### src/metering_ctrl_pkg.sv
package metering_ctrl_pkg;
    // Register indices; byte address on the bus is four times the index
    localparam logic [15:0] CH_ENABLE_CTRL_IDX  = 16'h2878;
    localparam logic [15:0] GAIN_CTRL_IDX       = 16'h2879;
    localparam logic [15:0] THIRD_CTRL_IDX      = 16'h287A;
    localparam logic [15:0] FIFO_STATUS_IDX     = 16'h28A0;
    localparam int          ADDR_W              = 18;

    localparam logic [7:0]  CH_ENABLE_CTRL_RST  = 8'h00;
    localparam logic [7:0]  GAIN_CTRL_RST       = 8'h00;
    localparam logic        GAIN_QUARTER_RST    = 1'b0;

    // Channel enable control fields
    localparam int RESULT_WRITE_BLOCK_BIT       = 7;
    localparam int PHASE_COMP_ENABLE_BIT        = 6;
    localparam int CURRENT_SWAP_BIT             = 5;
    localparam int CALC_ENABLE_BIT              = 4;
    localparam int MULTI_INPUT_ENABLE_BIT       = 3;
    localparam int CURRENT_TWO_INPUT_ENABLE_BIT = 2;
    localparam int CURRENT_ONE_INPUT_ENABLE_BIT = 1;
    localparam int VOLTAGE_INPUT_ENABLE_BIT     = 0;

    // Voltage and current gain control fields
    localparam int CURRENT_ONE_GAIN_SIGN_BIT    = 7;
    localparam int CURRENT_ONE_GAIN_EXP_LSB     = 4;
    localparam int VOLTAGE_GAIN_SIGN_BIT        = 3;
    localparam int VOLTAGE_GAIN_EXP_LSB         = 0;
    localparam int GAIN_EXP_W                   = 3;

    // Third control register: only the voltage quarter-gain bit lives here
    localparam int VOLTAGE_GAIN_QUARTER_BIT     = 5;

    localparam logic [2:0]  GAIN_EXP_MAX        = 3'h5;
    localparam int          QUARTER_SHIFT       = 2;
    localparam int          GAIN_HEADROOM       = 6;
    localparam int          SAMPLE_W            = 24;
    localparam int          FIFO_DEPTH          = 16;

    function automatic logic [ADDR_W-1:0] byteAddr(input logic [15:0] idx);
        byteAddr = {idx, 2'b00};
    endfunction
endpackage

### src/metering_channel_control.sv
`timescale 1ns/1ps
// Notes on behaviour
// (RQ1) Every reset source restores register defaults
// (RQ2) Block bit stops engine result writes
// (RQ3) Phase compensation on both current pairs
// (RQ4) Swap bit exchanges current inputs A/B
// (RQ5) Calc enable runs power, RMS, M path
// (RQ6) M input off feeds zeros
// (RQ7) Current two input off feeds zeros
// (RQ8) Current one input off feeds zeros
// (RQ9) Voltage input off feeds zeros
// (RQ10) Current one gain: signed power of two
// (RQ11) Voltage gain: signed power of two
// (RQ12) Quarter bit cuts voltage gain by four
// (RQ13) Exponents six, seven clamp to five
module metering_channel_control #(
    parameter int SW    = metering_ctrl_pkg::SAMPLE_W,
    parameter int DEPTH = metering_ctrl_pkg::FIFO_DEPTH
) (
    input  wire logic                    core_clk,
    input  wire logic                    rst,
    // APB slave
    input  wire logic                    psel,
    input  wire logic                    penable,
    input  wire logic                    pwrite,
    input  wire logic [metering_ctrl_pkg::ADDR_W-1:0] paddr,
    input  wire logic [31:0]             pwdata,
    output logic [31:0]                  prdata,
    output logic                         pready,
    output logic                         pslverr,
    // Converter samples, one set per handshake
    input  wire logic signed [SW-1:0]    voltageSample,
    input  wire logic signed [SW-1:0]    currentASample,
    input  wire logic signed [SW-1:0]    currentBSample,
    input  wire logic signed [SW-1:0]    multiSample,
    input  wire logic                    sampleValid,
    output logic                         sampleReady,
    // Conditioned samples toward the metering engines
    output logic signed [SW+5:0]         voltageOut,
    output logic signed [SW+5:0]         currentOneOut,
    output logic signed [SW+5:0]         currentTwoOut,
    output logic signed [SW+5:0]         multiOut,
    output logic                         outValid,
    input  wire logic                    outReady,
    // Engine controls
    output logic                         phaseCompVoltCurOne,
    output logic                         phaseCompVoltCurTwo,
    output logic                         calcRun,
    input  wire logic                    engineResultWrite,
    output logic                         resultWriteEnable
);
    localparam int OW = SW + metering_ctrl_pkg::GAIN_HEADROOM;
    localparam int FW = 4 * OW;

    if (SW < 2) begin : g_chk
        $error("sample width too small");
    end

    typedef struct packed {
        logic [7:0]          chanCtrl;
        logic [7:0]          gainCtrl;
        logic                voltGainQuarter;
        logic signed [OW-1:0] stVolt;
        logic signed [OW-1:0] stCurOne;
        logic signed [OW-1:0] stCurTwo;
        logic signed [OW-1:0] stMulti;
        logic                stValid;
        logic [31:0]         rdData;
    } ctrl_state_s;

    ctrl_state_s st;
    ctrl_state_s next_st;

    logic                 apbAccess;
    logic                 hitChan;
    logic                 hitGain;
    logic                 hitThird;
    logic                 hitStatus;
    logic signed [SW-1:0] curOneIn;
    logic signed [SW-1:0] curTwoIn;
    logic signed [SW-1:0] voltIn;
    logic signed [SW-1:0] multiIn;
    logic signed [OW-1:0] voltScaled;
    logic signed [OW-1:0] curOneScaled;
    logic                 fifoInReady;
    logic                 advance;
    logic [FW-1:0]        fifoOut;
    logic [$clog2(DEPTH):0] fifoLevel;

    assign apbAccess = psel && penable;
    assign hitChan   = (paddr == metering_ctrl_pkg::byteAddr(metering_ctrl_pkg::CH_ENABLE_CTRL_IDX));
    assign hitGain   = (paddr == metering_ctrl_pkg::byteAddr(metering_ctrl_pkg::GAIN_CTRL_IDX));
    assign hitThird  = (paddr == metering_ctrl_pkg::byteAddr(metering_ctrl_pkg::THIRD_CTRL_IDX));
    assign hitStatus = (paddr == metering_ctrl_pkg::byteAddr(metering_ctrl_pkg::FIFO_STATUS_IDX));

    // Zero-wait slave; error only on an unmapped address
    assign pready  = 1'b1;
    assign pslverr = apbAccess && !(hitChan || hitGain || hitThird || hitStatus);
    assign prdata  = st.rdData;

    always_comb begin
        // Swap applies before gating, so each enable guards a channel, not a pin
        curOneIn = st.chanCtrl[metering_ctrl_pkg::CURRENT_SWAP_BIT]
                 ? currentBSample : currentASample; // RQ4
        curTwoIn = st.chanCtrl[metering_ctrl_pkg::CURRENT_SWAP_BIT]
                 ? currentASample : currentBSample; // RQ4
        if (!st.chanCtrl[metering_ctrl_pkg::CURRENT_ONE_INPUT_ENABLE_BIT]) begin
            curOneIn = '0; // RQ8
        end
        if (!st.chanCtrl[metering_ctrl_pkg::CURRENT_TWO_INPUT_ENABLE_BIT]) begin
            curTwoIn = '0; // RQ7
        end
        voltIn = st.chanCtrl[metering_ctrl_pkg::VOLTAGE_INPUT_ENABLE_BIT]
               ? voltageSample : '0; // RQ9
        multiIn = st.chanCtrl[metering_ctrl_pkg::MULTI_INPUT_ENABLE_BIT]
                ? multiSample : '0; // RQ6
        // M processing is part of the calculation engine
        if (!st.chanCtrl[metering_ctrl_pkg::CALC_ENABLE_BIT]) begin
            multiIn = '0; // RQ5
        end
    end

    gain_scaler #(
        .SW (SW),
        .OW (OW)
    ) u_volt_gain (
        .sampleIn     (voltIn),
        .gainExp      (st.gainCtrl[metering_ctrl_pkg::VOLTAGE_GAIN_EXP_LSB +:
                                   metering_ctrl_pkg::GAIN_EXP_W]),
        .gainNegative (st.gainCtrl[metering_ctrl_pkg::VOLTAGE_GAIN_SIGN_BIT]),
        .quarterGain  (st.voltGainQuarter),
        .sampleOut    (voltScaled)
    ); // RQ11 RQ12

    gain_scaler #(
        .SW (SW),
        .OW (OW)
    ) u_cur_one_gain (
        .sampleIn     (curOneIn),
        .gainExp      (st.gainCtrl[metering_ctrl_pkg::CURRENT_ONE_GAIN_EXP_LSB +:
                                   metering_ctrl_pkg::GAIN_EXP_W]),
        .gainNegative (st.gainCtrl[metering_ctrl_pkg::CURRENT_ONE_GAIN_SIGN_BIT]),
        .quarterGain  (1'b0),
        .sampleOut    (curOneScaled)
    ); // RQ10

    // One pipeline stage; stalls when the FIFO is full
    assign advance     = !st.stValid || fifoInReady;
    assign sampleReady = advance;

    always_comb begin
        next_st = st;
        if (apbAccess && pwrite) begin
            if (hitChan) begin
                next_st.chanCtrl = pwdata[7:0];
            end
            if (hitGain) begin
                next_st.gainCtrl = pwdata[7:0];
            end
            if (hitThird) begin
                next_st.voltGainQuarter = pwdata[metering_ctrl_pkg::VOLTAGE_GAIN_QUARTER_BIT];
            end
        end
        // Read data is captured in the setup cycle, ready at the access edge
        next_st.rdData = '0;
        if (psel && !penable && !pwrite) begin
            if (hitChan) begin
                next_st.rdData = {24'h000000, st.chanCtrl};
            end
            if (hitGain) begin
                next_st.rdData = {24'h000000, st.gainCtrl};
            end
            if (hitThird) begin
                next_st.rdData[metering_ctrl_pkg::VOLTAGE_GAIN_QUARTER_BIT] = st.voltGainQuarter;
            end
            if (hitStatus) begin
                next_st.rdData = 32'(fifoLevel);
            end
        end
        if (advance) begin
            next_st.stValid = sampleValid;
            if (sampleValid) begin
                next_st.stVolt   = voltScaled;
                next_st.stCurOne = curOneScaled;
                next_st.stCurTwo = OW'(curTwoIn);
                next_st.stMulti  = OW'(multiIn);
            end
        end
    end

    always_ff @(posedge core_clk) begin
        if (rst) begin
            // Reset input is the OR of every chip reset source
            st                 <= '0;
            st.chanCtrl        <= metering_ctrl_pkg::CH_ENABLE_CTRL_RST; // RQ1
            st.gainCtrl        <= metering_ctrl_pkg::GAIN_CTRL_RST; // RQ1
            st.voltGainQuarter <= metering_ctrl_pkg::GAIN_QUARTER_RST; // RQ1
        end else begin
            st <= next_st;
        end
    end

    sample_fifo #(
        .WIDTH (FW),
        .DEPTH (DEPTH)
    ) u_fifo (
        .core_clk (core_clk),
        .rst      (rst),
        .inData   ({st.stVolt, st.stCurOne, st.stCurTwo, st.stMulti}),
        .inValid  (st.stValid),
        .inReady  (fifoInReady),
        .outData  (fifoOut),
        .outValid (outValid),
        .outReady (outReady),
        .level    (fifoLevel)
    );

    assign {voltageOut, currentOneOut, currentTwoOut, multiOut} = fifoOut;

    assign phaseCompVoltCurOne = st.chanCtrl[metering_ctrl_pkg::PHASE_COMP_ENABLE_BIT]; // RQ3
    assign phaseCompVoltCurTwo = st.chanCtrl[metering_ctrl_pkg::PHASE_COMP_ENABLE_BIT]; // RQ3
    assign calcRun             = st.chanCtrl[metering_ctrl_pkg::CALC_ENABLE_BIT]; // RQ5
    // Test-only path: engines keep running but cannot store results
    assign resultWriteEnable   = engineResultWrite
                               && st.chanCtrl[metering_ctrl_pkg::CALC_ENABLE_BIT]
                               && !st.chanCtrl[metering_ctrl_pkg::RESULT_WRITE_BLOCK_BIT]; // RQ2
endmodule // metering_channel_control

### src/gain_scaler.sv
`timescale 1ns/1ps
module gain_scaler #(
    parameter int SW = 24,
    parameter int OW = 30
) (
    input  wire logic signed [SW-1:0] sampleIn,
    input  wire logic [2:0]           gainExp,
    input  wire logic                 gainNegative,
    input  wire logic                 quarterGain,
    output logic signed [OW-1:0]      sampleOut
);
    if (OW < SW + metering_ctrl_pkg::GAIN_HEADROOM) begin : g_chk
        $error("gain_scaler output too narrow");
    end

    logic signed [OW-1:0] extended;
    logic signed [OW-1:0] shifted;
    logic [2:0]           expUsed;

    always_comb begin
        // Codes above the maximum saturate so the result stays defined
        expUsed  = (gainExp > metering_ctrl_pkg::GAIN_EXP_MAX)
                 ? metering_ctrl_pkg::GAIN_EXP_MAX : gainExp; // RQ13
        extended = OW'(sampleIn);
        shifted  = extended <<< expUsed; // RQ10 RQ11
        if (quarterGain) begin
            shifted = shifted >>> metering_ctrl_pkg::QUARTER_SHIFT; // RQ12
        end
        sampleOut = gainNegative ? -shifted : shifted;
    end
endmodule // gain_scaler

### src/sample_fifo.sv
`timescale 1ns/1ps
module sample_fifo #(
    parameter int WIDTH = 120,
    parameter int DEPTH = 16
) (
    input  wire logic             core_clk,
    input  wire logic             rst,
    input  wire logic [WIDTH-1:0] inData,
    input  wire logic             inValid,
    output logic                  inReady,
    output logic [WIDTH-1:0]      outData,
    output logic                  outValid,
    input  wire logic             outReady,
    output logic [$clog2(DEPTH):0] level
);
    localparam int AW = $clog2(DEPTH);

    if (DEPTH < 2 || (1 << AW) != DEPTH) begin : g_chk
        $error("sample_fifo depth must be a power of two");
    end

    typedef struct packed {
        logic [AW-1:0] wrPtr;
        logic [AW-1:0] rdPtr;
        logic [AW:0]   count;
    } fifo_state_s;

    fifo_state_s     st;
    fifo_state_s     next_st;
    logic [WIDTH-1:0] mem [DEPTH];
    logic            push;
    logic            pop;

    assign inReady  = (st.count != (AW+1)'(DEPTH));
    assign outValid = (st.count != '0);
    assign push     = inValid && inReady;
    assign pop      = outValid && outReady;
    assign outData  = mem[st.rdPtr];
    assign level    = st.count;

    always_comb begin
        next_st = st;
        if (push) begin
            next_st.wrPtr = st.wrPtr + AW'(1);
        end
        if (pop) begin
            next_st.rdPtr = st.rdPtr + AW'(1);
        end
        next_st.count = st.count + (AW+1)'(push) - (AW+1)'(pop);
    end

    always_ff @(posedge core_clk) begin
        if (rst) begin
            st <= '0;
        end else begin
            st <= next_st;
        end
    end

    // Storage needs no reset; only the pointers and count define what is valid
    always_ff @(posedge core_clk) begin
        if (push) begin
            mem[st.wrPtr] <= inData;
        end
    end
endmodule // sample_fifo

### config.mk
export PLATFORM = sky130hd
export DESIGN_NAME = metering_channel_control
export DESIGN_NICKNAME = d
export VERILOG_FILES = /design/src/metering_ctrl_pkg.sv /design/src/metering_channel_control.sv /design/src/gain_scaler.sv /design/src/sample_fifo.sv
export SDC_FILE = /design/constraint.sdc
export NUM_CORES = 2
export LEC_CHECK = 0
export ABC_AREA = 0
export BUFFER_PORTS_ARGS = -buffer_cell sky130_fd_sc_hd__buf_2
export CAP_MARGIN = 25
export CORE_AREA = 8 8 410 412
export CTS_CLUSTER_DIAMETER = 100
export DETAILED_ROUTE_END_ITERATION = 6
export DIE_AREA = 0 0 418 420
export HOLD_SLACK_MARGIN = 0.06
export PLACE_DENSITY = 0.72
export SLEW_MARGIN = 15
export SYNTH_ARGS = -nofsm -noshare
export SYNTH_HDL_FRONTEND = slang
export SYNTH_SLANG_ARGS = --single-unit
### constraint.sdc
create_clock -name core_clk -period 11.15 [get_ports core_clk]
set_input_delay 0.5575 -clock core_clk [delete_from_list [all_inputs] [get_ports core_clk]]
set_output_delay 0.5575 -clock core_clk [all_outputs]
set_load 0.01 [all_outputs]
# Word level (Yosys, flattened, before mapping)
# Memories as Yosys holds them, arrays and structs flattened. A register that Yosys moved wholly into a read port is not among the register bits.
# Index checks and enable logic that the tools add are counted.
# totals
ff_bits,171
ram_bits,1920
input_bits,154
output_inout_bits,160
word_cells,77
memories,1
# classes
add_sub_neg,6
order_cmp,2
eq_ne,5
n_shift,2
mux,20
bitwise,1
reduce_logical,26
# mem_list
memory,depth,word_bits,rd,rd_clocked_by_memory_dff,wr,line,rtl
u_fifo.mem,16,120,1,1,1,sample_fifo.sv:30,logic [WIDTH-1:0] mem [DEPTH];
# ops
cell,count
$mux 24,7
$eq 18x16->1 const B,4
$mux 30,2
$neg 30->30,2
$sshl 24x3->30,2
$mux 29,1
$mux 8,2
$logic_and 1x1->1,9
$add 4x1->4 const B,2
$mux 4,2
$reduce_and 2->1,4
$gt 3x3->1 const B,2
$mux 3,2
$add 5x1->5,1
$logic_not 1->1,5
$mux 5,1
$ne 5x5->1 const B,1
$reduce_bool 5->1,1
$sub 5x1->5,1
$logic_or 1x1->1,4
$reduce_or 4->1,1
$mux 1,3
$reduce_or 3->1,1
$reduce_or 2->1,1
$not 1->1,1

# Logic depth before layout (Yosys ltp)
# logic_depth
depth_word,6
mapped_depth,15
mapped_depth_nobuf,14

# Cells and area by module
# From an unflattened synthesis, not the netlist that was laid out.
# unflattened
hier_cells,4511
hier_area_um2,83750.3
# by_module_without_submodules
mod,instances,cells_per_inst,area_per_inst_um2,seq_area_each_um2
sample_fifo,1,3038,72439.5,57995.6
metering_channel_control,1,780,6273.5,2682.6
gain_scaler (u_volt_gain),1,342,2562.5,0.0
gain_scaler (u_cur_one_gain),1,351,2474.9,0.0

# Least setup slack after synthesis
# No wires, ideal clock.
# synth_path
path_type,reg2reg
start,register u_fifo.st (netlist bit u_fifo.level[2])
end,"memory u_fifo.mem[7][0], enable pin"
setup_time_ns,0.707
t_arrival_ns,8.625
t_required_ns,10.443
path_slack_ns,1.818
path_stages_with_launch,8
n_path_buf,1
period_less_slack_ns,9.332
cell_sequence,dfxtp_1 inv_1 ha_1 and4_1 nor2b_1 clkbuf_1 nand2_1 nor3_1
# synth_via
elab_chain_len,4
# synth_rtl
item,line,rtl
"start, declared",sample_fifo.sv:28,fifo_state_s st;
"start signal, assigned",sample_fifo.sv:56,st <= next_st;
$ne 5x5->1,sample_fifo.sv:34,assign inReady = (st.count != (AW+1)'(DEPTH));
$logic_and 1x1->1,sample_fifo.sv:36,assign push = inValid && inReady;
named net u_fifo.push,sample_fifo.sv:31,logic push;
$mux 1,sample_fifo.sv:62,if (push) begin
$mux 1 (implied by the code),sample_fifo.sv:63,mem[st.wrPtr] <= inData;
"end, declared",sample_fifo.sv:30,
# The timed path passes the listed nets, and every way through them passes these cells.

==> out/qor.csv <==
metric;value;unit
grt_max_degree;158;
synthFlopType;edfxtp_1;
avgSynthCellArea;19.96;sq um
num_rows;148;
multi_input_area;0.01944;sq mm
hold_class;input port to register;
die_x;418;um
r2r_start;u_fifo.level[3]$_SDFF_PP0_;
drt_iter0_markers;3880;
clk_pin_slew;0.07;ns
synthArstFlopShare;0;
drv_slew;0;
synthToLayoutAreaGrowth;13.14;%
ff_latch_area;0.05493;sq mm
gp_congestion;0.8929;
core_area;0.1617;sq mm
fillers;12295;
post_cts_buffers;0;
start_kind;register;
drc_errors;0;
min_from;multiSample[19];
synth_cell_type_count;96;
synthCells;3786;
ant_nets;0;
worst_pin_slew;1.174;ns
hpwl;101000;um
power.density;189.1;mW/mm^2
clock.fmax;190.5;MHz
cap_violations;0;
critPathKind;register to output port;
dr.pass1.iters;6;
drt-total-wl;186500;um
die_h;420;um
setup_violations;0;
status;complete, no violations;
cts_tree;built;
via_count;38767;
final_nets;4261;
htree_levels;4;
clock_path_buffers;3;
end_kind;output port;
setup_tns;0;ns
synth-edff-count;1728;
p_leak;25.57;nW
routed_via_density;6.030;
layout_commonest_cell;edfxtp_1;
hold_viol;0;
min_period;5.250;ns
rsz0062_at_grt;false;
dieArea;0.1756;sq mm
crit_fanout;112;
final_cell_mix;edfxtp_1, mux4_2, buf_2;
routedWlPerCell;29.00;um
num_io_pins;314;
ctsResizeCount;0;
drive_gt1_frac;0.2988;
seq_area_frac_synth;0.7268;
clock_latency;0.83;ns
grt_pass1_wl;268600;um
arrival;4.69;ns
required;10.59;ns
cts-root-buf;clkbuf_16;
grt_pass1_vias;39468;
cts.sinks;1879;
finalInstanceArea;0.08548;sq mm
portBuffers;264;
antenna_found_initial;5;
synth-warning-count;0;
numCtsBuffers;182;
finalCritPeriodShare;0.4708;
ys_ff_latch;1879;
syn_area;0.07555;sq mm
fin_worst_skew;0.03523;ns
dpl_cell_area;0.07926;sq mm
slew_headroom;0.2172;
overflow;0;
peakVddDrop;176.8;uV
initial_core_util;0.4673;
grt_usage;0.2080;
==> worst max-delay path: stages, from the launching register on <==
cell and delay, ns:
dfxtp_4 0.49, buf_16 0.31, buf_12 0.60, buf_4 0.86, mux4_2 0.61, mux4_2 0.53
buf_2 0.18
==> layer usage <==
layer	routed length [um]	track usage
met4	7565	0.08298
met2	96280	0.3617
met3	11790	0.02986
met1	70820	0.2645
met5	0	0
==> repair_timing <==
action / 4_1_cts / 5_1_grt
hold endpoints to repair: 34 / 0
setup endpoints to repair: 0 / 0
hold buffers: 28 / 0
==> area by class of cell <==
class / instances / area share
Multi-Input combinational cell: 1627 / 0.2275
Timing Repair Buffer: 377 / 0.02826
Antenna cell: 3 / 0.00008782
Tap cell: 2175 / 0.03184
Inverter: 26 / 0.001142
Sequential cell: 1879 / 0.6427
Clock buffer: 250 / 0.05875
Clock inverter: 92 / 0.009792
==> metrics by stage <==
stage,hold WS (ns),setup WS [ns],instances,power [mW],utilization
global route,0.08232,5.478,6427,16.70,0.5287
floorplan,0.4645,1.818,3809,9.594,-
CTS,0.06555,5.308,6423,16.33,0.5283
finish,0.1262,5.900,6429,16.17,0.5288
detailed placement,0.4861,6.260,6053,10.37,0.4903
global placement,0.4770,6.266,6050,10.36,0.4898
==> registers in the layout (all words and copies together), names as in the netlist, named ones only <==
register,cells
prdata,8
u_fifo.st,8
u_fifo.level,5
u_fifo.mem,1728
phaseCompVoltCurOne,1
st,124
calcRun,1
==> cell usage after synthesis (5+ instances only) <==
master,number,share of area
edfxtp_1,1728,0.69
mux4_2,548,0.16
nand2_1,165,0.0082
clkbuf_1,162,0.0080
dfxtp_1,151,0.040
nor2_1,109,0.0054
mux2i_1,102,0.014
a21oi_1,101,0.0067
nand3_1,80,0.0053
o21ai_0,65,0.0043
buf_4,49,0.0049
mux2_2,48,0.0072
buf_1,44,0.0022
nor3_1,34,0.0023
xor2_1,29,0.0034
inv_1,24,0.0012
xnor2_1,24,0.0028
and2_1,18,0.0015
o22ai_1,18,0.0015
a211oi_1,17,0.0017
buf_2,16,0.0011
a31oi_1,15,0.0012
o211ai_1,15,0.0015
a22oi_1,14,0.0014
ha_1,13,0.0022
and3_1,12,0.00099
nand2b_1,11,0.00091
nor2b_1,11,0.00091
nor4_1,8,0.00066
a222oi_1,7,0.00093
o221ai_1,7,0.00081
a221oi_1,6,0.00070
a22o_1,6,0.00070
buf_6,6,0.00089
nand4_1,6,0.00050
o31ai_1,6,0.00060
a21o_1,5,0.00050
nor3b_1,5,0.00050
or4_1,5,0.00050
==> path summary, 6_finish.rpt <==
kind	cells after the start	slack, ns	endpoint
min reg2reg	2	0.50	st[161]$_SDFFE_PP0P_
max reg2reg	8	6.66	u_fifo.mem[14][30]$_DFFE_PP_
min	3	0.13	st[52]$_SDFFE_PP0P_
max	6	5.90	currentOneOut[19]
==> power by group <==
group / total (mW) / internal (mW) / switching (mW) / leakage [nW]
logic: 2.37 / 1.12 / 1.25 / 6.67
registers: 7.79 / 7.70 / 0.0918 / 16.0
clock network: 6.00 / 3.39 / 2.61 / 2.84
==> kinds of logic (layout without fill, tap and decap cells) <==
kind of cell               Yosys count  count (layout)  synth area share
other                                2              28        0.00009940
xor gates and xnor gates            53              53          0.006144
AOI/OAI and AO/OA                  329             329           0.02883
DFF                               1879            1879            0.7268
adders and majority gates           14              14          0.002418
buffers and inverters              303             745           0.01835
muxes                              703             703            0.1852
and+or+nand+nor                    503             503           0.03215
No activity file was read; power rests on OpenSTA's default activity.
